--- src/pkg/dsc_defines.svh ---
`ifndef DSC_DEFINES_SVH
`define DSC_DEFINES_SVH

// ----------------------------------------------------------------
// Register byte offsets on the APB bus
// ----------------------------------------------------------------
`define DSC_OFS_CTRL    8'h00
`define DSC_OFS_MAR     8'h04
`define DSC_OFS_FIXED_IO_ADDRESS_REG    8'h08
`define DSC_OFS_COUNT   8'h0c
`define DSC_OFS_STAT    8'h10

// ----------------------------------------------------------------
// Widths, reset values and fixed values
// ----------------------------------------------------------------
`define DSC_PADDR_W     8
`define DSC_ADDR_W      24
`define DSC_COUNT_W     16
`define DSC_CTRL_RST    8'h00
`define DSC_IO_UPPER    16'hffff
`define DSC_STEP_BYTE   24'h000001
`define DSC_STEP_WORD   24'h000002
`define DSC_COUNT_ZERO  16'h0000
`define DSC_COUNT_ONE   16'h0001
`define DSC_BYTE_ZERO   8'h00
`define DSC_BYTE_ONE    8'h01

// ----------------------------------------------------------------
// Activation source codes
// ----------------------------------------------------------------
`define DSC_SRC_TMR_MAX 3'h3
`define DSC_SRC_SCI_TXE 3'h4
`define DSC_SRC_SCI_RXF 3'h5
`define DSC_SRC_EXT_FALL 3'h6
`define DSC_SRC_EXT_LOW 3'h7

`endif

--- src/pkg/dsc_pkg.sv ---
`include "dsc_defines.svh"

package dsc_pkg;

  // ----------------------------------------------------------------
  // Channel transfer control register layout
  // ----------------------------------------------------------------
  typedef struct packed {
    logic       channel_enable_bit;     // Bit 7
    logic       transfer_size_bit;      // Bit 6, word when set
    logic       address_direction_bit;  // Bit 5, decrement when set
    logic       repeat_select_bit;      // Bit 4
    logic       completion_irq_enable;  // Bit 3
    logic [2:0] source_select;          // Bits 2..0
  } dsc_ctrl_t;

  // Operating modes
  typedef enum logic [2:0] {
    DSC_MODE_IO     = 3'b001,
    DSC_MODE_REPEAT = 3'b010,
    DSC_MODE_IDLE   = 3'b100
  } dsc_mode_t;

  // One transfer handed to the bus engine
  typedef struct packed {
    logic [`DSC_ADDR_W-1:0] src_addr;   // Source address
    logic [`DSC_ADDR_W-1:0] dst_addr;   // Destination address
    logic                   word;       // Word size when set
  } dsc_xfer_t;

  // Mode from repeat and interrupt enable bits
  function automatic dsc_mode_t dsc_mode_f(input dsc_ctrl_t c);
    if (!c.repeat_select_bit) begin
      return DSC_MODE_IO;
    end
    return c.completion_irq_enable ? DSC_MODE_IDLE : DSC_MODE_REPEAT;
  endfunction : dsc_mode_f

endpackage : dsc_pkg

--- src/logic/dsc_step.sv ---
`include "dsc_defines.svh"

// Next memory address and count after one finished transfer
module dsc_step (
  input  wire dsc_pkg::dsc_ctrl_t         i_ctrl,
  input  wire logic [`DSC_ADDR_W-1:0]     i_mar,
  input  wire logic [`DSC_COUNT_W-1:0]    i_count,
  output logic      [`DSC_ADDR_W-1:0]     o_next_mar,
  output logic      [`DSC_COUNT_W-1:0]    o_next_count,
  output logic                            o_last
);
  import dsc_pkg::*;

  dsc_mode_t              mode;   // Decoded mode
  logic [`DSC_ADDR_W-1:0] step;   // Address step
  logic [7:0]             hi_dec; // Upper count byte minus one

  // ----------------------------------------------------------------
  // Address and count stepping
  // ----------------------------------------------------------------
  always_comb begin
    mode = dsc_mode_f(i_ctrl);                                 // RL10
    step = i_ctrl.transfer_size_bit ? `DSC_STEP_WORD
                                    : `DSC_STEP_BYTE;          // RL7
    hi_dec = i_count[15:8] - `DSC_BYTE_ONE;
    // Idle mode holds the address
    if (mode == DSC_MODE_IDLE) begin
      o_next_mar = i_mar;                                      // RL9
    end else if (i_ctrl.address_direction_bit) begin
      o_next_mar = i_mar - step;                               // RL8
    end else begin
      o_next_mar = i_mar + step;                               // RL8
    end
    // Repeat mode: upper byte counts and reloads from lower byte
    if (mode == DSC_MODE_REPEAT) begin
      o_last = 1'b0;                                           // RL21
      if (hi_dec == `DSC_BYTE_ZERO) begin
        o_next_count = {i_count[7:0], i_count[7:0]};           // RL20
      end else begin
        o_next_count = {hi_dec, i_count[7:0]};                 // RL20
      end
    end else begin
      o_next_count = i_count - `DSC_COUNT_ONE;                 // RL19
      o_last = (o_next_count == `DSC_COUNT_ZERO);              // RL19
    end
  end

endmodule : dsc_step

--- src/logic/dsc_channel.sv ---
// Summary of operation
// [RL1] Reset and standby clear control to zero
// [RL2] Enabled channel transfers on each chosen event
// [RL3] Disabled channel ignores every request
// [RL4] Enable sets only after reading it clear
// [RL5] I/O and idle modes clear enable at end
// [RL6] Enable clearing raises completion interrupt if enabled
// [RL7] Size bit picks byte or word
// [RL8] Address steps up or down by size
// [RL9] Idle mode never steps the address
// [RL10] Repeat and interrupt bits choose the mode
// [RL11] Codes zero to three pick timer events
// [RL12] Codes four, five pick serial empty/full
// [RL13] Channel B codes six, seven: external request
// [RL14] Channel A codes six, seven: pair mode
// [RL15] Shared events serviced by fixed priority
// [RL16] Enabled channel masks its source interrupt
// [RL17] Receive-full source writes to memory
// [RL18] I/O address upper bits ones, never stepped
// [RL19] Count decrements, ends at zero
// [RL20] Repeat upper byte reloads from lower byte
// [RL21] Repeat mode keeps enable set on reload
//
// The implementer's own choices: the address map and register access over APB.
`include "dsc_defines.svh"

module dsc_channel #(
  parameter bit IS_CHAN_B = 1'b1   // Channel B has the external request
) (
  input  wire logic                      i_mclk,
  input  wire logic                      i_rst_n,
  input  wire logic                      i_standby,
  input  wire logic                      i_psel,
  input  wire logic                      i_penable,
  input  wire logic                      i_pwrite,
  input  wire logic [`DSC_PADDR_W-1:0]   i_paddr,
  input  wire logic [31:0]               i_pwdata,
  output logic      [31:0]               o_prdata,
  output logic                           o_pready,
  output logic                           o_pslverr,
  input  wire logic [3:0]                i_tmr_match,
  input  wire logic                      i_sci_txe,
  input  wire logic                      i_sci_rxf,
  input  wire logic                      i_external_request_input_n,
  output logic                           o_xfer_req,
  output dsc_pkg::dsc_xfer_t             o_xfer,
  input  wire logic                      i_xfer_grant,
  input  wire logic                      i_xfer_done,
  output logic                           o_completion_interrupt,
  output logic      [7:0]                o_irq_block,
  output logic                           o_pair_mode
);
  import dsc_pkg::*;

  // ----------------------------------------------------------------
  // Declarations
  // ----------------------------------------------------------------
  typedef enum logic [2:0] {
    DSC_ST_IDLE = 3'b001,   // Waiting for a request
    DSC_ST_REQ  = 3'b010,   // Asking the arbiter
    DSC_ST_BUSY = 3'b100    // Transfer on the bus
  } dsc_state_t;

  dsc_ctrl_t                 ctrl;          // Control register
  dsc_ctrl_t                 next_ctrl;     // Control next value
  logic [`DSC_ADDR_W-1:0]    mar;           // Memory address
  logic [7:0]                fixed_io_address_reg;          // Fixed I/O address low byte
  logic [`DSC_COUNT_W-1:0]   count;         // Transfer count
  logic                      armed;         // Enable read as zero
  logic                      pending;       // Request waiting
  dsc_state_t                state;         // Transfer state
  logic [2:0]                ext_sync;      // External pin synchroniser
  logic                      ext_lvl;       // Filtered pin level
  logic                      ext_lvl_q;     // Filtered level, delayed
  logic                      event_hit;     // Selected source fired
  logic                      step_now;      // Transfer finished
  logic [`DSC_ADDR_W-1:0]    step_mar;      // Stepped address
  logic [`DSC_COUNT_W-1:0]   step_count;    // Stepped count
  logic                      step_last;     // Count reached zero
  logic                      acc;           // APB access phase
  logic                      wr_ctrl;       // Control write
  logic                      pair_code;     // Channel A pair mode code

  initial begin
    assert (`DSC_PADDR_W >= 5) else $error("Address width too small");
  end

  // Address decode
  function automatic logic dsc_mapped_f(input logic [`DSC_PADDR_W-1:0] a);
    return a == `DSC_OFS_CTRL || a == `DSC_OFS_MAR || a == `DSC_OFS_FIXED_IO_ADDRESS_REG
        || a == `DSC_OFS_COUNT || a == `DSC_OFS_STAT;
  endfunction : dsc_mapped_f

  // ----------------------------------------------------------------
  // APB handshake and read data
  // ----------------------------------------------------------------
  assign acc       = i_psel & i_penable;
  assign o_pready  = 1'b1;
  assign o_pslverr = acc & ~dsc_mapped_f(i_paddr);
  assign wr_ctrl   = acc & i_pwrite & (i_paddr == `DSC_OFS_CTRL);

  // Read data captured in the setup cycle
  always_ff @(posedge i_mclk or negedge i_rst_n) begin
    if (!i_rst_n) begin
      o_prdata <= 32'h0000_0000;
    end else if (i_psel && !i_penable && !i_pwrite) begin
      unique case (i_paddr)
        `DSC_OFS_CTRL:  o_prdata <= {24'h00_0000, ctrl};
        `DSC_OFS_MAR:   o_prdata <= {8'h00, mar};
        `DSC_OFS_FIXED_IO_ADDRESS_REG:  o_prdata <= {24'h00_0000, fixed_io_address_reg};
        `DSC_OFS_COUNT: o_prdata <= {16'h0000, count};
        `DSC_OFS_STAT:  o_prdata <= {26'h000_0000, ext_lvl, pending,
                                     armed, state};
        default:        o_prdata <= 32'h0000_0000;
      endcase
    end
  end

  // ----------------------------------------------------------------
  // Control register
  // ----------------------------------------------------------------
  always_comb begin
    next_ctrl = ctrl;
    if (wr_ctrl) begin
      next_ctrl = dsc_ctrl_t'(i_pwdata[7:0]);
      // Setting enable needs a prior read with enable clear
      next_ctrl.channel_enable_bit = i_pwdata[7]
        & (armed | ctrl.channel_enable_bit);                   // RL4
    end
    // Finished count ends I/O and idle mode
    if (step_now && step_last) begin
      next_ctrl.channel_enable_bit = 1'b0;                     // RL5
    end
    if (i_standby) begin
      next_ctrl = dsc_ctrl_t'(`DSC_CTRL_RST);                  // RL1
    end
  end

  always_ff @(posedge i_mclk or negedge i_rst_n) begin
    if (!i_rst_n) begin
      ctrl <= dsc_ctrl_t'(`DSC_CTRL_RST);                      // RL1
    end else begin
      ctrl <= next_ctrl;
    end
  end

  // Completion pulse on each clearing of enable while the completion interrupt is enabled
  always_ff @(posedge i_mclk or negedge i_rst_n) begin
    if (!i_rst_n) begin
      o_completion_interrupt <= 1'b0;
    end else begin
      o_completion_interrupt <= ctrl.channel_enable_bit
        & ~next_ctrl.channel_enable_bit
        & ctrl.completion_irq_enable;                          // RL6
    end
  end

  // Read-before-set arming
  always_ff @(posedge i_mclk or negedge i_rst_n) begin
    if (!i_rst_n) begin
      armed <= 1'b0;
    end else if (wr_ctrl || i_standby) begin
      armed <= 1'b0;
    end else if (acc && !i_pwrite && i_paddr == `DSC_OFS_CTRL
                 && !ctrl.channel_enable_bit) begin
      armed <= 1'b1;                                           // RL4
    end
  end

  // ----------------------------------------------------------------
  // Address and count registers
  // ----------------------------------------------------------------
  dsc_step u_step (
    .i_ctrl       (ctrl),
    .i_mar        (mar),
    .i_count      (count),
    .o_next_mar   (step_mar),
    .o_next_count (step_count),
    .o_last       (step_last)
  );

  assign step_now = (state == DSC_ST_BUSY) & i_xfer_done;

  // Software write wins over a step in the same cycle
  always_ff @(posedge i_mclk or negedge i_rst_n) begin
    if (!i_rst_n) begin
      mar   <= '0;
      fixed_io_address_reg  <= 8'h00;
      count <= `DSC_COUNT_ZERO;
    end else begin
      if (acc && i_pwrite && i_paddr == `DSC_OFS_MAR) begin
        mar <= i_pwdata[`DSC_ADDR_W-1:0];
      end else if (step_now) begin
        mar <= step_mar;                                       // RL8
      end
      if (acc && i_pwrite && i_paddr == `DSC_OFS_FIXED_IO_ADDRESS_REG) begin
        fixed_io_address_reg <= i_pwdata[7:0];                                 // RL18
      end
      if (acc && i_pwrite && i_paddr == `DSC_OFS_COUNT) begin
        count <= i_pwdata[`DSC_COUNT_W-1:0];
      end else if (step_now) begin
        count <= step_count;                                   // RL19
      end
    end
  end

  // ----------------------------------------------------------------
  // External request pin
  // ----------------------------------------------------------------
  always_ff @(posedge i_mclk or negedge i_rst_n) begin
    if (!i_rst_n) begin
      ext_sync  <= 3'b111;
      ext_lvl   <= 1'b1;
      ext_lvl_q <= 1'b1;
    end else begin
      ext_sync  <= {ext_sync[1:0], i_external_request_input_n};
      if (ext_sync[1] == ext_sync[2]) begin
        ext_lvl <= ext_sync[2];
      end
      ext_lvl_q <= ext_lvl;
    end
  end

  // ----------------------------------------------------------------
  // Activation source select
  // ----------------------------------------------------------------
  assign pair_code = ~IS_CHAN_B & ctrl.source_select[2]
                   & ctrl.source_select[1];                    // RL14
  assign o_pair_mode = pair_code;

  always_comb begin
    unique case (ctrl.source_select)
      3'h0, 3'h1, 3'h2, 3'h3:
        event_hit = i_tmr_match[ctrl.source_select[1:0]];      // RL11
      `DSC_SRC_SCI_TXE: event_hit = i_sci_txe;                 // RL12
      `DSC_SRC_SCI_RXF: event_hit = i_sci_rxf;                 // RL12
      `DSC_SRC_EXT_FALL:
        event_hit = IS_CHAN_B & ext_lvl_q & ~ext_lvl;          // RL13
      `DSC_SRC_EXT_LOW:
        event_hit = IS_CHAN_B & ~ext_lvl;                      // RL13
    endcase
  end

  // Selected source cannot interrupt the CPU while enabled
  always_comb begin
    o_irq_block = 8'h00;
    if (ctrl.channel_enable_bit && !pair_code) begin
      o_irq_block[ctrl.source_select] = 1'b1;                  // RL16
    end
  end

  // Pending request; a new event wins over the clear at transfer end
  always_ff @(posedge i_mclk or negedge i_rst_n) begin
    if (!i_rst_n) begin
      pending <= 1'b0;
    end else if (!ctrl.channel_enable_bit || pair_code
                 || !next_ctrl.channel_enable_bit) begin
      pending <= 1'b0;                                         // RL3
    end else if (event_hit) begin
      pending <= 1'b1;                                         // RL2
    end else if (step_now) begin
      pending <= 1'b0;
    end
  end

  // ----------------------------------------------------------------
  // Transfer sequencing
  // ----------------------------------------------------------------
  // Arbiter grants one channel at a time in priority order
  always_ff @(posedge i_mclk or negedge i_rst_n) begin
    if (!i_rst_n) begin
      state <= DSC_ST_IDLE;
    end else begin
      unique case (state)
        DSC_ST_IDLE: if (pending && ctrl.channel_enable_bit) begin
          state <= DSC_ST_REQ;                                 // RL2
        end
        DSC_ST_REQ: if (!ctrl.channel_enable_bit) begin
          state <= DSC_ST_IDLE;                                // RL3
        end else if (i_xfer_grant) begin
          state <= DSC_ST_BUSY;                                // RL15
        end
        DSC_ST_BUSY: if (i_xfer_done) begin
          state <= DSC_ST_IDLE;
        end
      endcase
    end
  end

  assign o_xfer_req = (state == DSC_ST_REQ) & ctrl.channel_enable_bit;

  // Transfer addresses, held in flops
  always_ff @(posedge i_mclk or negedge i_rst_n) begin
    if (!i_rst_n) begin
      o_xfer <= '0;
    end else if (state == DSC_ST_IDLE) begin
      o_xfer.word <= ctrl.transfer_size_bit;                   // RL7
      if (ctrl.source_select == `DSC_SRC_SCI_RXF) begin
        o_xfer.src_addr <= {`DSC_IO_UPPER, fixed_io_address_reg};              // RL17
        o_xfer.dst_addr <= mar;                                // RL17
      end else begin
        o_xfer.src_addr <= mar;                                // RL17
        o_xfer.dst_addr <= {`DSC_IO_UPPER, fixed_io_address_reg};              // RL18
      end
    end
  end
endmodule : dsc_channel

--- config.mk ---
export PLATFORM = sky130hd
export DESIGN_NAME = dsc_channel
export DESIGN_NICKNAME = d
export VERILOG_FILES = /design/src/pkg/dsc_pkg.sv /design/src/logic/dsc_step.sv /design/src/logic/dsc_channel.sv
export VERILOG_INCLUDE_DIRS = /design/src /design/src/pkg
export SDC_FILE = /design/constraint.sdc
export NUM_CORES = 1
export LEC_CHECK = 0
export BUFFER_PORTS_ARGS = -buffer_cell sky130_fd_sc_hd__buf_2
export CORE_AREA = 5 5 121 123
export DETAILED_ROUTE_END_ITERATION = 8
export DIE_AREA = 0 0 126 128
export PLACE_DENSITY_LB_ADDON = 0.08
export SLEW_MARGIN = 40
export SYNTH_ARGS = -nofsm -noshare
export SYNTH_HDL_FRONTEND = slang
export SYNTH_SLANG_ARGS = --single-unit
--- constraint.sdc ---
create_clock -name i_mclk -period 8.7 [get_ports i_mclk]
set_input_delay 1.305 -clock i_mclk [delete_from_list [all_inputs] [get_ports i_mclk]]
set_output_delay 1.305 -clock i_mclk [all_outputs]
set_load 0.01 [all_outputs]
# After elaboration in Yosys (flattened, before gate mapping)
# Cells that the tools add are included.
[word_totals]
output_inout_bits = 94
ff_bits = 148
elab_cells = 132
[op_classes]
n_eq_ne = 22
muxes = 33
magnitude_cmp = 3
n_addsub = 4
bitwise = 14
reduce_logical = 35
[op_table]
columns = ["op", "n"]
rows = [
  ["$pmux 24 s5", 1],
  ["$mux 24", 4],
  ["$mux 16", 4],
  ["$mux 48", 1],
  ["$add 24x24->24", 1],
  ["$mux 8", 3],
  ["$sub 24x24->24", 1],
  ["$eq 3x3->1 const B", 6],
  ["$mux 3", 6],
  ["$eq 8x4->1 const B", 2],
  ["$logic_not 16->1", 1],
  ["$logic_not 8->1", 2],
  ["$sub 16x1->16 const B", 1],
  ["$eq 3x2->1 const B", 4],
  ["$logic_and 1x1->1", 12],
  ["$and 1x1->1", 10],
  ["$mux 1", 9],
  ["$pmux 3 s3", 1],
  ["$eq 8x3->1 const B", 1],
  ["$eq 8x5->1 const B", 1],
  ["$ne 2x2->1 const B", 4],
  ["$reduce_bool 2->1", 4],
  ["$sub 8x1->8 const B", 1],
  ["$eq 3x1->1 const B", 2],
  ["18 further kinds", 29],
]

# Longest topological paths before layout
# Gate-level depths: netlist (run 1).
[depth]
ltp_word = 10
depth_mapped = 12
ltp_nobuf = 12

# Hierarchy
# Synthesis (run 1) repeated with hierarchy kept, for this count alone.
[unflattened]
cells_unflattened = 946
area_unflattened_um2 = 8763.4
[modules_own_cells]
columns = ["module", "cells_each", "instances", "area_per_inst_um2"]
rows = [
  ["dsc_channel", 572, 1, 6402.4],
  ["dsc_step", 374, 1, 2361.0],
]

# Least setup slack after synthesis (run 1)
# No wires, ideal clock.
[synth_timing]
path_type = "input to output"
from = "input port i_paddr[0]"
to = "output port o_pslverr"
cell_stages = 4
t_required_ns = 7.395
n_path_buf = 1
arrival_time_ns = 2.501
setup_slack_ns = 4.894
cell_sequence = "or4_1 -> nor3_2 -> clkbuf_1 -> nor3_1"
[synth_via]
elab_chain_len = 7
[synth_rtl]
columns = ["item", "line_no", "text"]
rows = [
  ["from (decl)", "dsc_channel.sv:36", "input wire logic [`DSC_PADDR_W-1:0] i_paddr,"],
  ["$eq 8x3->1 or $logic_not 8->1 (tied branches)", "n/a", ""],
  ["$logic_or 1x1->1 (no line) (3 in series)", "n/a", ""],
  ["$logic_or 1x1->1 (no line) *", "n/a", ""],
  ["$not 1->1 *", "dsc_channel.sv:99", "assign o_pslverr = acc & ~dsc_mapped_f(i_paddr);"],
  ["$and 1x1->1 *", "dsc_channel.sv:99", ""],
  ["to (decl)", "dsc_channel.sv:40", "output logic o_pslverr,"],
]
# Every way passes the cells marked *; elsewhere a longest branch is shown, timed or not.

# Final worst setup path (run 1)
# Ends and elaborated chain as after synthesis.

==> flow_metrics.tcl, run 1 <==
set metrics [dict create \
    htreeDepth 4 \
    place_inst 1120 \
    tns_ns 0 \
    tritoncts "built" \
    drive_above_1_share_pct 20.2 \
    setup_violations 0 \
    fmax_mhz 238 \
    cts_root_buf "clkbuf_16" \
    ant_nets 0 \
    critPathLaunchType "input pin" \
    critical_path.most_common_cell "buf_2" \
    die_area_mm2 0.0161 \
    antenna_found_initial 0 \
    ys_seq_area_share_pct 44.5 \
    fin_cells 1150 \
    crit_required_ns 7.39 \
    reg.largest.list "o_xfer: 49 flops, mar: 24 flops, o_prdata: 24 flops" \
    cts_sinks 140 \
    rsz0062_at_grt "no" \
    arrival_ns 2.89 \
    port_buffers 130 \
    dp_hpwl_um 15300 \
    cap_violations 0 \
    grt_max_degree 83 \
    clk_path_buf_depth 2 \
    wirelength_um 21200 \
    powerDensity_mw_per_mm2 153 \
    io_pins 149 \
    core_area_mm2 0.0136 \
    die_w_um 126 \
    yosysWarnings 0 \
    tightest_slew_ns 0.827 \
    overflow 0 \
    grt_usage_pct 27.3 \
    cp-end-kind "primary output" \
    grt_first_pass_wirelength_um 35300 \
    synth_ff_type "dfrtp_1" \
    regMostFlops "o_xfer" \
    hold_buffers 0 \
    num-nets-final 1042 \
    fin_crit_sh_pct 48.2 \
    clk_latency_ns 0.42 \
    clk_pin_slew_ns 0.05 \
    hold_violations 0 \
    largest_reg_flops 49 \
    synth.distinct_cells 67 \
    rows 43 \
    synth_area_per_cell_um2 9.24 \
    async_flop_share_pct 100 \
    syn_to_final_growth_pct 15.5 \
    numCtsBuffers 17 \
    timing.critical_path.buf_inv 2 \
    drt-initial-drc-count 612 \
    hold_path.class "flop to flop" \
    leakagePower_uw 0.00443 \
    vias 6872 \
    ys_ff_latch 140 \
    synth_area_mm2 0.00789 \
    syn_inst 854 \
    gp_congestion 0.901 \
    drv_slew 0 \
    worstSetupPathType "input pin to primary output" \
    max_stage_delay_ns 0.65 \
    wire_per_inst_um 18.5 \
    drc 0 \
    die_y_um 128 \
    ctsResizeCount 0 \
    start_util_pct 58.2 \
    crit_family "simple AND/OR/NAND/NOR gates" \
    post_cts_buffers 0 \
    diodes 0 \
    layout.cells.most_common "dfrtp_1" \
    status "finished clean" \
    crit_path_top_delay_cell "nor3_2" \
    grt_pass1_vias 6796 \
    ir_drop_uv 126 \
    synth_edf_count 0 \
    worstPathCellList "buf_2, or4_1, nor3_2, nor3_1, buf_2" \
    drt-vias-per-instance 5.98 \
    slew_headroom_pct 44.6 \
    skew_ns 0.00711 \
    post-route-min-period_ns 4.19 \
    layout_common_cells "133 x dfrtp_1, 129 x buf_2, 100 x nand2_1, 92 x a21oi_1, 82 x nor2_1" \
    drtPass1Iterations 7 \
    fillers 1154 \
    crit_fanout 15 \
]
==> synth_stat cells (all sizes together), types with 2 or more instances <==
cell type    n  area, um^2
mux4         3        67.6
o22a        32         280
conb         2        7.51
nand4        6        37.5
o22ai        3        18.8
buf         19         119
nand2b      10        62.6
mux2        10         113
and3        17         106
a21oi       92         460
ha          27         338
a222oi       6        60.1
clkbuf      41         154
nor3b        5        37.5
inv         14        52.6
o31ai        2        15.0
nand3b       3        22.5
nor2        84         318
and2         3        18.8
dfrtp      134        3350
o21ai       65         329
a211oi       5        37.5
a31oi        7        43.8
mux2i       33         330
nand2      100         375
a21o         9        67.6
a22oi        2        15.0
or3          7        48.8
a22o         9        78.8
or4          2        18.8
dfstp        6         158
xnor2       18         158
nor4b        5        58.8
o21a         3        22.5
a211o        3        26.3
nand4b       2        17.5
xor2        12         105
o2111ai      2        17.5
nand3       10        50.1
nor2b        5        31.3
nor3        20         110
==> through the flow <==
stage	cell area, um^2	hold slack (ns)	utilization [%]	setup slack [ns]	total power [uW]
after floorplan	7920	0.345	-	4.89	725
after global placement	8600	0.350	63.4	4.56	763
after detailed placement	8600	0.349	63.5	4.55	765
after CTS	9110	0.361	67.2	4.54	1400
after global routing	9120	0.365	67.2	4.47	1440
final	9120	0.358	67.2	4.51	1390
==> kinds of logic after synthesis <==
logic type	count (synthesis)	share of synthesized area [%]
XOR/XNOR	30	3.33
AO/OA/AOI/OAI	250	19.8
flip-flops	140	44.5
adder cells (fa/ha/maj)	29	4.66
multiplexers	46	6.47
AND/OR/NAND/NOR	283	17.0
buffers and inverters	74	4.12
other	2	0.0952
==> per-layer routing <==
| layer | track usage [%] | vias to the layer above | part of all wire, % |
|---|---|---|---|
| met4 | 11.2 | 0 | 3.0 |
| met3 | 5.46 | 47 | 5.7 |
| met5 | 0 | - | 0 |
| met2 | 44.3 | 226 | 48 |
| li1 | - | 3272 | - |
| met1 | 36.2 | 3327 | 43 |
==> path summary, 6_finish.rpt <==
kind	startpoint	endpoint	slack, ns	depth (start not counted)
max	i_paddr[0]	o_pslverr	4.51	5
min	ext_sync[0]	ext_sync[1]	0.36	0
max reg2reg	ctrl[5]	mar[20]	5.18	9
min reg2reg	ext_sync[0]	ext_sync[1]	0.36	0
max in group asynchronous	i_rst_n	ctrl[5]	6.70	2
min in group asynchronous	i_rst_n	o_xfer[3]	0.83	1
==> power by group <==
| part | switching, uW | internal (uW) | leakage, uW |
|---|---|---|---|
| combinational | 50.9 | 31.1 | 0.00235 |
| clock | 266 | 372 | 0.000247 |
| sequential | 10.6 | 662 | 0.00184 |
==> cell type report <==
cell class | count | area [um^2] | area share (%)
inverter | 14 | 52.6 | 0.576
timing repair buffer | 138 | 723 | 7.93
clock buffer | 22 | 464 | 5.09
multi-input combinational | 648 | 4090 | 44.9
tap | 180 | 225 | 2.47
sequential | 140 | 3510 | 38.5
clock inverter | 8 | 47.5 | 0.521
Power figures use the tool's default switching activity.
==> run 2: changes to the inputs <==
- CORE_AREA: 5 5 121 123 -> 5 5 131 133
- DIE_AREA: 0 0 126 128 -> 0 0 136 138
- clock period: 8.7 -> 3.5 ns (I/O delays scaled with it)
==> flow_metrics.tcl, run 2 (synthesis results as in run 1) <==
set metrics [dict create \
    status "finished clean" \
    htreeDepth 4 \
    ir_drop_uv 333 \
    hold_violations 0 \
    fin_crit_sh_pct 93.1 \
    largest_reg_flops 49 \
    crit_fanout 12 \
    layout_common_cells "134 x dfrtp_1, 129 x buf_2, 100 x nand2_1, 92 x a21oi_1, 82 x nor2_1" \
    dp_hpwl_um 16400 \
    tritoncts "built" \
    wirelength_um 22500 \
    hold_buffers 0 \
    power_uw 3650 \
    use_met1_pct 32.7 \
    post_cts_buffers 0 \
    reg.largest.list "o_xfer: 49 flops, mar: 24 flops, o_prdata: 24 flops" \
    clk_latency_ns 0.42 \
    wire_per_inst_um 18.8 \
    cts_sinks 140 \
    fillers 1390 \
    grt_usage_pct 24.0 \
    leakagePower_uw 0.00450 \
    crit_required_ns 3.79 \
    cap_violations 0 \
    clk_pin_slew_ns 0.06 \
    numCtsBuffers 17 \
    powerDensity_mw_per_mm2 393 \
    ant_nets 0 \
    cp-end-kind "flop" \
    setup_violations 0 \
    grt_first_pass_wirelength_um 36300 \
    clk_path_buf_depth 2 \
    drt-initial-drc-count 567 \
    regMostFlops "o_xfer" \
    grt.busiest_layer "met2" \
    skew_ns 0.00621 \
    antenna_found_initial 1 \
    layout.cells.most_common "dfrtp_1" \
    rows 46 \
    drc 0 \
    start_util_pct 50.2 \
    critPathLaunchType "flop" \
    drv_slew 0 \
    tightest_slew_ns 0.745 \
    drive_above_1_share_pct 20.9 \
    hold_path.class "input pin to asynchronous set/reset pin" \
    overflow 0 \
    post-route-min-period_ns 3.26 \
    gp_congestion 0.915 \
    die_w_um 136 \
    drtPass1Iterations 6 \
    groute.layer.met3.usage_pct 5.22 \
    vias 6997 \
    die_y_um 138 \
    die_area_mm2 0.0188 \
    num-nets-final 1049 \
    grt_max_degree 78 \
    core_area_mm2 0.0157 \
    arrival_ns 3.55 \
    slew_headroom_pct 50.0 \
    grt_pass1_vias 6889 \
    worstSetupPathType "flop to flop" \
    fmax_mhz 307 \
    port_buffers 130 \
    tns_ns 0 \
    grtUsageMet2_pct 37.1 \
    cts_root_buf "clkbuf_16" \
    rsz0062_at_grt "no" \
    diodes 0 \
    ctsResizeCount 0 \
    io_pins 149 \
    syn_to_final_growth_pct 17.7 \
    drt-vias-per-instance 5.86 \
]
run 2: cell types whose count changed in the layout (fill, tap and decap cells not counted):
cell | before | now
inv_6 | 0 | 1
clkinvlp_4 | 3 | 4
dfrtp_2 | 1 | 0
clkinv_2 | 5 | 4
bufinv_16 | 0 | 2
o21ai_1 | 1 | 2
buf_4 | 7 | 14
clkbuf_1 | 3 | 2
buf_12 | 0 | 1
o21ai_0 | 63 | 62
clkbuf_8 | 3 | 2
dfrtp_1 | 133 | 134
run 2: critical path, cell delays in order, from the launching register on:
cell,delay (ns)
dfrtp_1,0.48
buf_4,0.24
ha_1,0.25
a2111oi_0,0.48
o21ai_1,0.26
a32o_1,0.35
a21oi_1,0.28
o21ai_0,0.22
nand4b_1,0.13
nor4b_1,0.29
o21ai_0,0.14
run 2: path summary, 6_finish.rpt:
path                                       startpoint          end  slack [ns]  cells past startpoint
min in group i_mclk        i_external_request_input_n  ext_sync[0]        0.21                      1
min                                           i_rst_n    o_xfer[2]        0.07                      1
max in group asynchronous                     i_rst_n  ext_sync[0]        2.59                      2
max reg2reg                                   ctrl[5]      mar[20]        0.24                     10
min reg2reg                               ext_sync[0]  ext_sync[1]        0.36                      0
max                                           ctrl[5]      mar[20]        0.24                     10
run 2: per-stage QoR:
stage,setup WS [ns],area (um^2),cells,util (%),hold slack [ns]
floorplan,0.413,7920,862,-,0.229
global placement,0.352,8710,1163,55.4,0.353
detailed placement,0.199,8710,1163,55.4,0.350
CTS,0.167,9290,1195,59.1,0.0955
global route,0.00838,9290,1195,59.1,0.113
finish,0.241,9290,1195,59.1,0.0725
run 2: routing by layer:
metal | vias up | wire length, um
met5 | - | 13
met4 | 2 | 766
met3 | 56 | 1600
met2 | 277 | 10300
met1 | 3385 | 9850
li1 | 3277 | -
run 2: power by group:
part           internal (uW)  switching, uW  total [uW]
logic                   79.8            130         210
registers               1640           26.4        1670
clock network           1080            690        1770
run 2: cell type report:
cell class / count / area (um^2) / area share (%)
clock buffers: 21 / 460 / 4.96
clock inverters: 11 / 119 / 1.28
inverters: 14 / 52.6 / 0.566
multi-input cells: 648 / 4090 / 44.1
flip-flops and latches: 140 / 3510 / 37.8
well taps: 216 / 270 / 2.91
repair buffers: 145 / 782 / 8.42
==> run 3: changes to the inputs <==
- CORE_AREA: 5 5 131 133 -> 5 5 130 132
- DIE_AREA: 0 0 136 138 -> 0 0 135 137
- SYNTH_HIERARCHICAL: default -> 1
- clock period: 3.5 -> 3.07 ns (I/O delays scaled with it)
==> flow_metrics.tcl, run 3 <==
set metrics [dict create \
    status "finished clean" \
    ys_ff_latch 140 \
    powerDensity_mw_per_mm2 430 \
    port_buffers 130 \
    grtUsageMet2_pct 40.9 \
    groute.layer.met3.usage_pct 5.55 \
    slew_headroom_pct 50.5 \
    synth_area_mm2 0.00876 \
    wire_per_inst_um 19.3 \
    yosysWarnings 6 \
    hold_buffers 0 \
    crit_fanout 24 \
    skew_ns 0.00614 \
    critPathLaunchType "flop" \
    reg.largest.list "o_xfer: 49 flops, mar: 24 flops, o_prdata: 24 flops" \
    utilization_pct 66.3 \
    ys_seq_area_share_pct 40.1 \
    drtPass1Iterations 5 \
    use_met1_pct 41.7 \
    core_area_mm2 0.0156 \
    cts_sinks 140 \
    gp_congestion 0.962 \
    grt_max_degree 79 \
    clk_latency_ns 0.42 \
    drt-initial-drc-count 669 \
    reg2reg_slack_ns 0.22 \
    die_w_um 135 \
    synth.most_common_cell "dfrtp_1" \
    multi_input_area_mm2 0.00488 \
    rows 46 \
    grt_pass1_vias 7393 \
    synth_area_leader_cell "dfrtp_1" \
    leakagePower_uw 0.00492 \
    numCtsBuffers 17 \
    clk_pin_slew_ns 0.06 \
    p_comb_share_pct 9.6 \
    fillers 1306 \
    hold_violations 0 \
    vias 7904 \
    cp-end-kind "flop" \
    drv_slew 0 \
    drc 0 \
    synth_area_per_cell_um2 9.26 \
    wirelength_um 25100 \
    holdWs_ns 0.0624 \
    grt.busiest_layer "met1" \
    synth_ff_type "dfrtp_1" \
    tns_ns 0 \
    dp_hpwl_um 18400 \
    cap_violations 0 \
    start_util_pct 56.2 \
    async_flop_share_pct 100 \
    clk_path_buf_depth 2 \
    fin_crit_sh_pct 93.0 \
    p_clk_share_pct 46.8 \
    synth_edf_count 0 \
    layout_common_cells "134 x dfrtp_1, 129 x buf_2, 102 x a21oi_1, 79 x nor2_1, 75 x mux2i_1" \
    worstSetupPathType "flop to flop" \
    io_pins 149 \
    p_int_uw 3300 \
    die_area_mm2 0.0185 \
    fmax_mhz 350 \
    grt_usage_pct 27.5 \
    place_area_mm2 0.00974 \
    largest_reg_flops 49 \
    drt-vias-per-instance 6.09 \
    arrival_ns 3.15 \
    post-route-min-period_ns 2.85 \
    ys_top_cells_by_count "134 x dfrtp_1, 103 x a21oi_1, 80 x nor2_1" \
    syn_inst 946 \
    rr_startpoint "ctrl[5]" \
    drive_above_1_share_pct 23.3 \
    seqCellArea_mm2 0.00351 \
    die_y_um 137 \
    overflow 0 \
    cts_root_buf "clkbuf_16" \
    p_switching_uw 1150 \
    ir_drop_uv 402 \
    crit_required_ns 3.37 \
    regMostFlops "o_xfer" \
    r2r_cells 11 \
    diodes 0 \
    antenna_found_initial 0 \
    r2r-end "mar[21]" \
    synth_area_leaders "dfrtp_1 38%, mux2i_1 8.6%, a21oi_1 5.9%, ha_1 3.9%, nor3_1 3.6%" \
    yosys.area.top_type_share_pct 38.3 \
    rsz0062_at_grt "no" \
    swShare_pct 25.8 \
    power_uw 4450 \
    syn_to_final_growth_pct 18.0 \
    htreeDepth 4 \
    seq_power_share_pct 43.6 \
    setup_violations 0 \
    grt_first_pass_wirelength_um 40200 \
    tightest_slew_ns 0.742 \
    tritoncts "built" \
    post-route-cell-area_mm2 0.0103 \
    hold_path.class "input pin to asynchronous set/reset pin" \
    num-nets-final 1152 \
    ant_nets 0 \
    layout.cells.most_common "dfrtp_1" \
    synth.distinct_cells 77 \
]
==> run 3: cell count changes after synthesis, moves of 6 or more <==
cell / before / now
nand2_1: 100 / 60
inv_1: 14 / 21
nor3_1: 18 / 63
mux2i_1: 33 / 75
a222oi_1: 6 / 0
nor4_1: 1 / 7
xor2_1: 12 / 18
buf_2: 2 / 13
a21oi_1: 92 / 103
and3_1: 17 / 10
o21ai_0: 63 / 37
mux2_2: 10 / 21
==> run 3: what timing repair did <==
action,4_1_cts,5_1_grt
setup buffers,0,0
setup endpoints to repair,0,2
resized for setup,0,2
==> run 3: logic make-up after synthesis <==
logic type      count (synthesis)  share of synthesized area, %
flops                         140                          40.1
mux                           100                          12.2
fa+ha+maj                      29                          4.20
buf+inv                        97                          4.85
other cells                     2                        0.0857
xor+xnor                       35                          3.50
compound gates                251                          18.4
simple gates                  292                          16.8
==> run 3: area by class of cell <==
cell class	count	share of cell area, %
Clock buffer	18	4.25
Clock inverter	14	1.56
Inverter	21	0.762
Multi-Input combinational cell	717	47.2
Sequential cell	140	34.0
Tap cell	216	2.61
Timing Repair Buffer	172	9.64
==> run 3: worst max path at each step <==
stage	cells after the start	end	startpoint	slack (ns)
floorplan	10	mar[18]	ctrl[5]	0.28
global placement	14	mar[20]	ctrl[6]	0.24
detailed placement	14	mar[20]	ctrl[6]	0.18
CTS	14	mar[20]	ctrl[6]	0.15
global route	14	mar[16]	ctrl[6]	0.04
finish	11	mar[21]	ctrl[5]	0.22
==> run 3: power by group through the flow <==
stage,Combinational (uW),Clock [uW],Sequential [uW]
after floorplan,252,0,1970
after global placement,416,0,1970
after detailed placement,420,0,1970
after CTS,424,2110,1940
after global routing,472,2200,1950
final,426,2080,1940
==> run 3: worst max-delay path, cell delays in order, from the launching register on <==
cell       delay [ns]
dfrtp_1          0.43
buf_12           0.19
ha_1             0.37
a21oi_1          0.29
o21ai_0          0.15
a221oi_1         0.40
a2111oi_0        0.17
buf_4            0.17
nor4b_1          0.24
nor3_1           0.10
mux2i_1          0.14
a21oi_1          0.08
==> run 3: layer usage <==
layer	wire length (um)	vias up
met5	0	-
met4	368	0
met3	1820	31
met2	11000	322
met1	11900	3858
li1	-	3693
==> run 3: metrics by stage <==
| stage | std cells | setup WS [ns] |
|---|---|---|
| after CTS | 1298 | 0.148 |
| after global placement | 1266 | 0.236 |
| after detailed placement | 1266 | 0.184 |
| after floorplan | 954 | 0.277 |
| final | 1298 | 0.215 |
| after global routing | 1298 | 0.0386 |
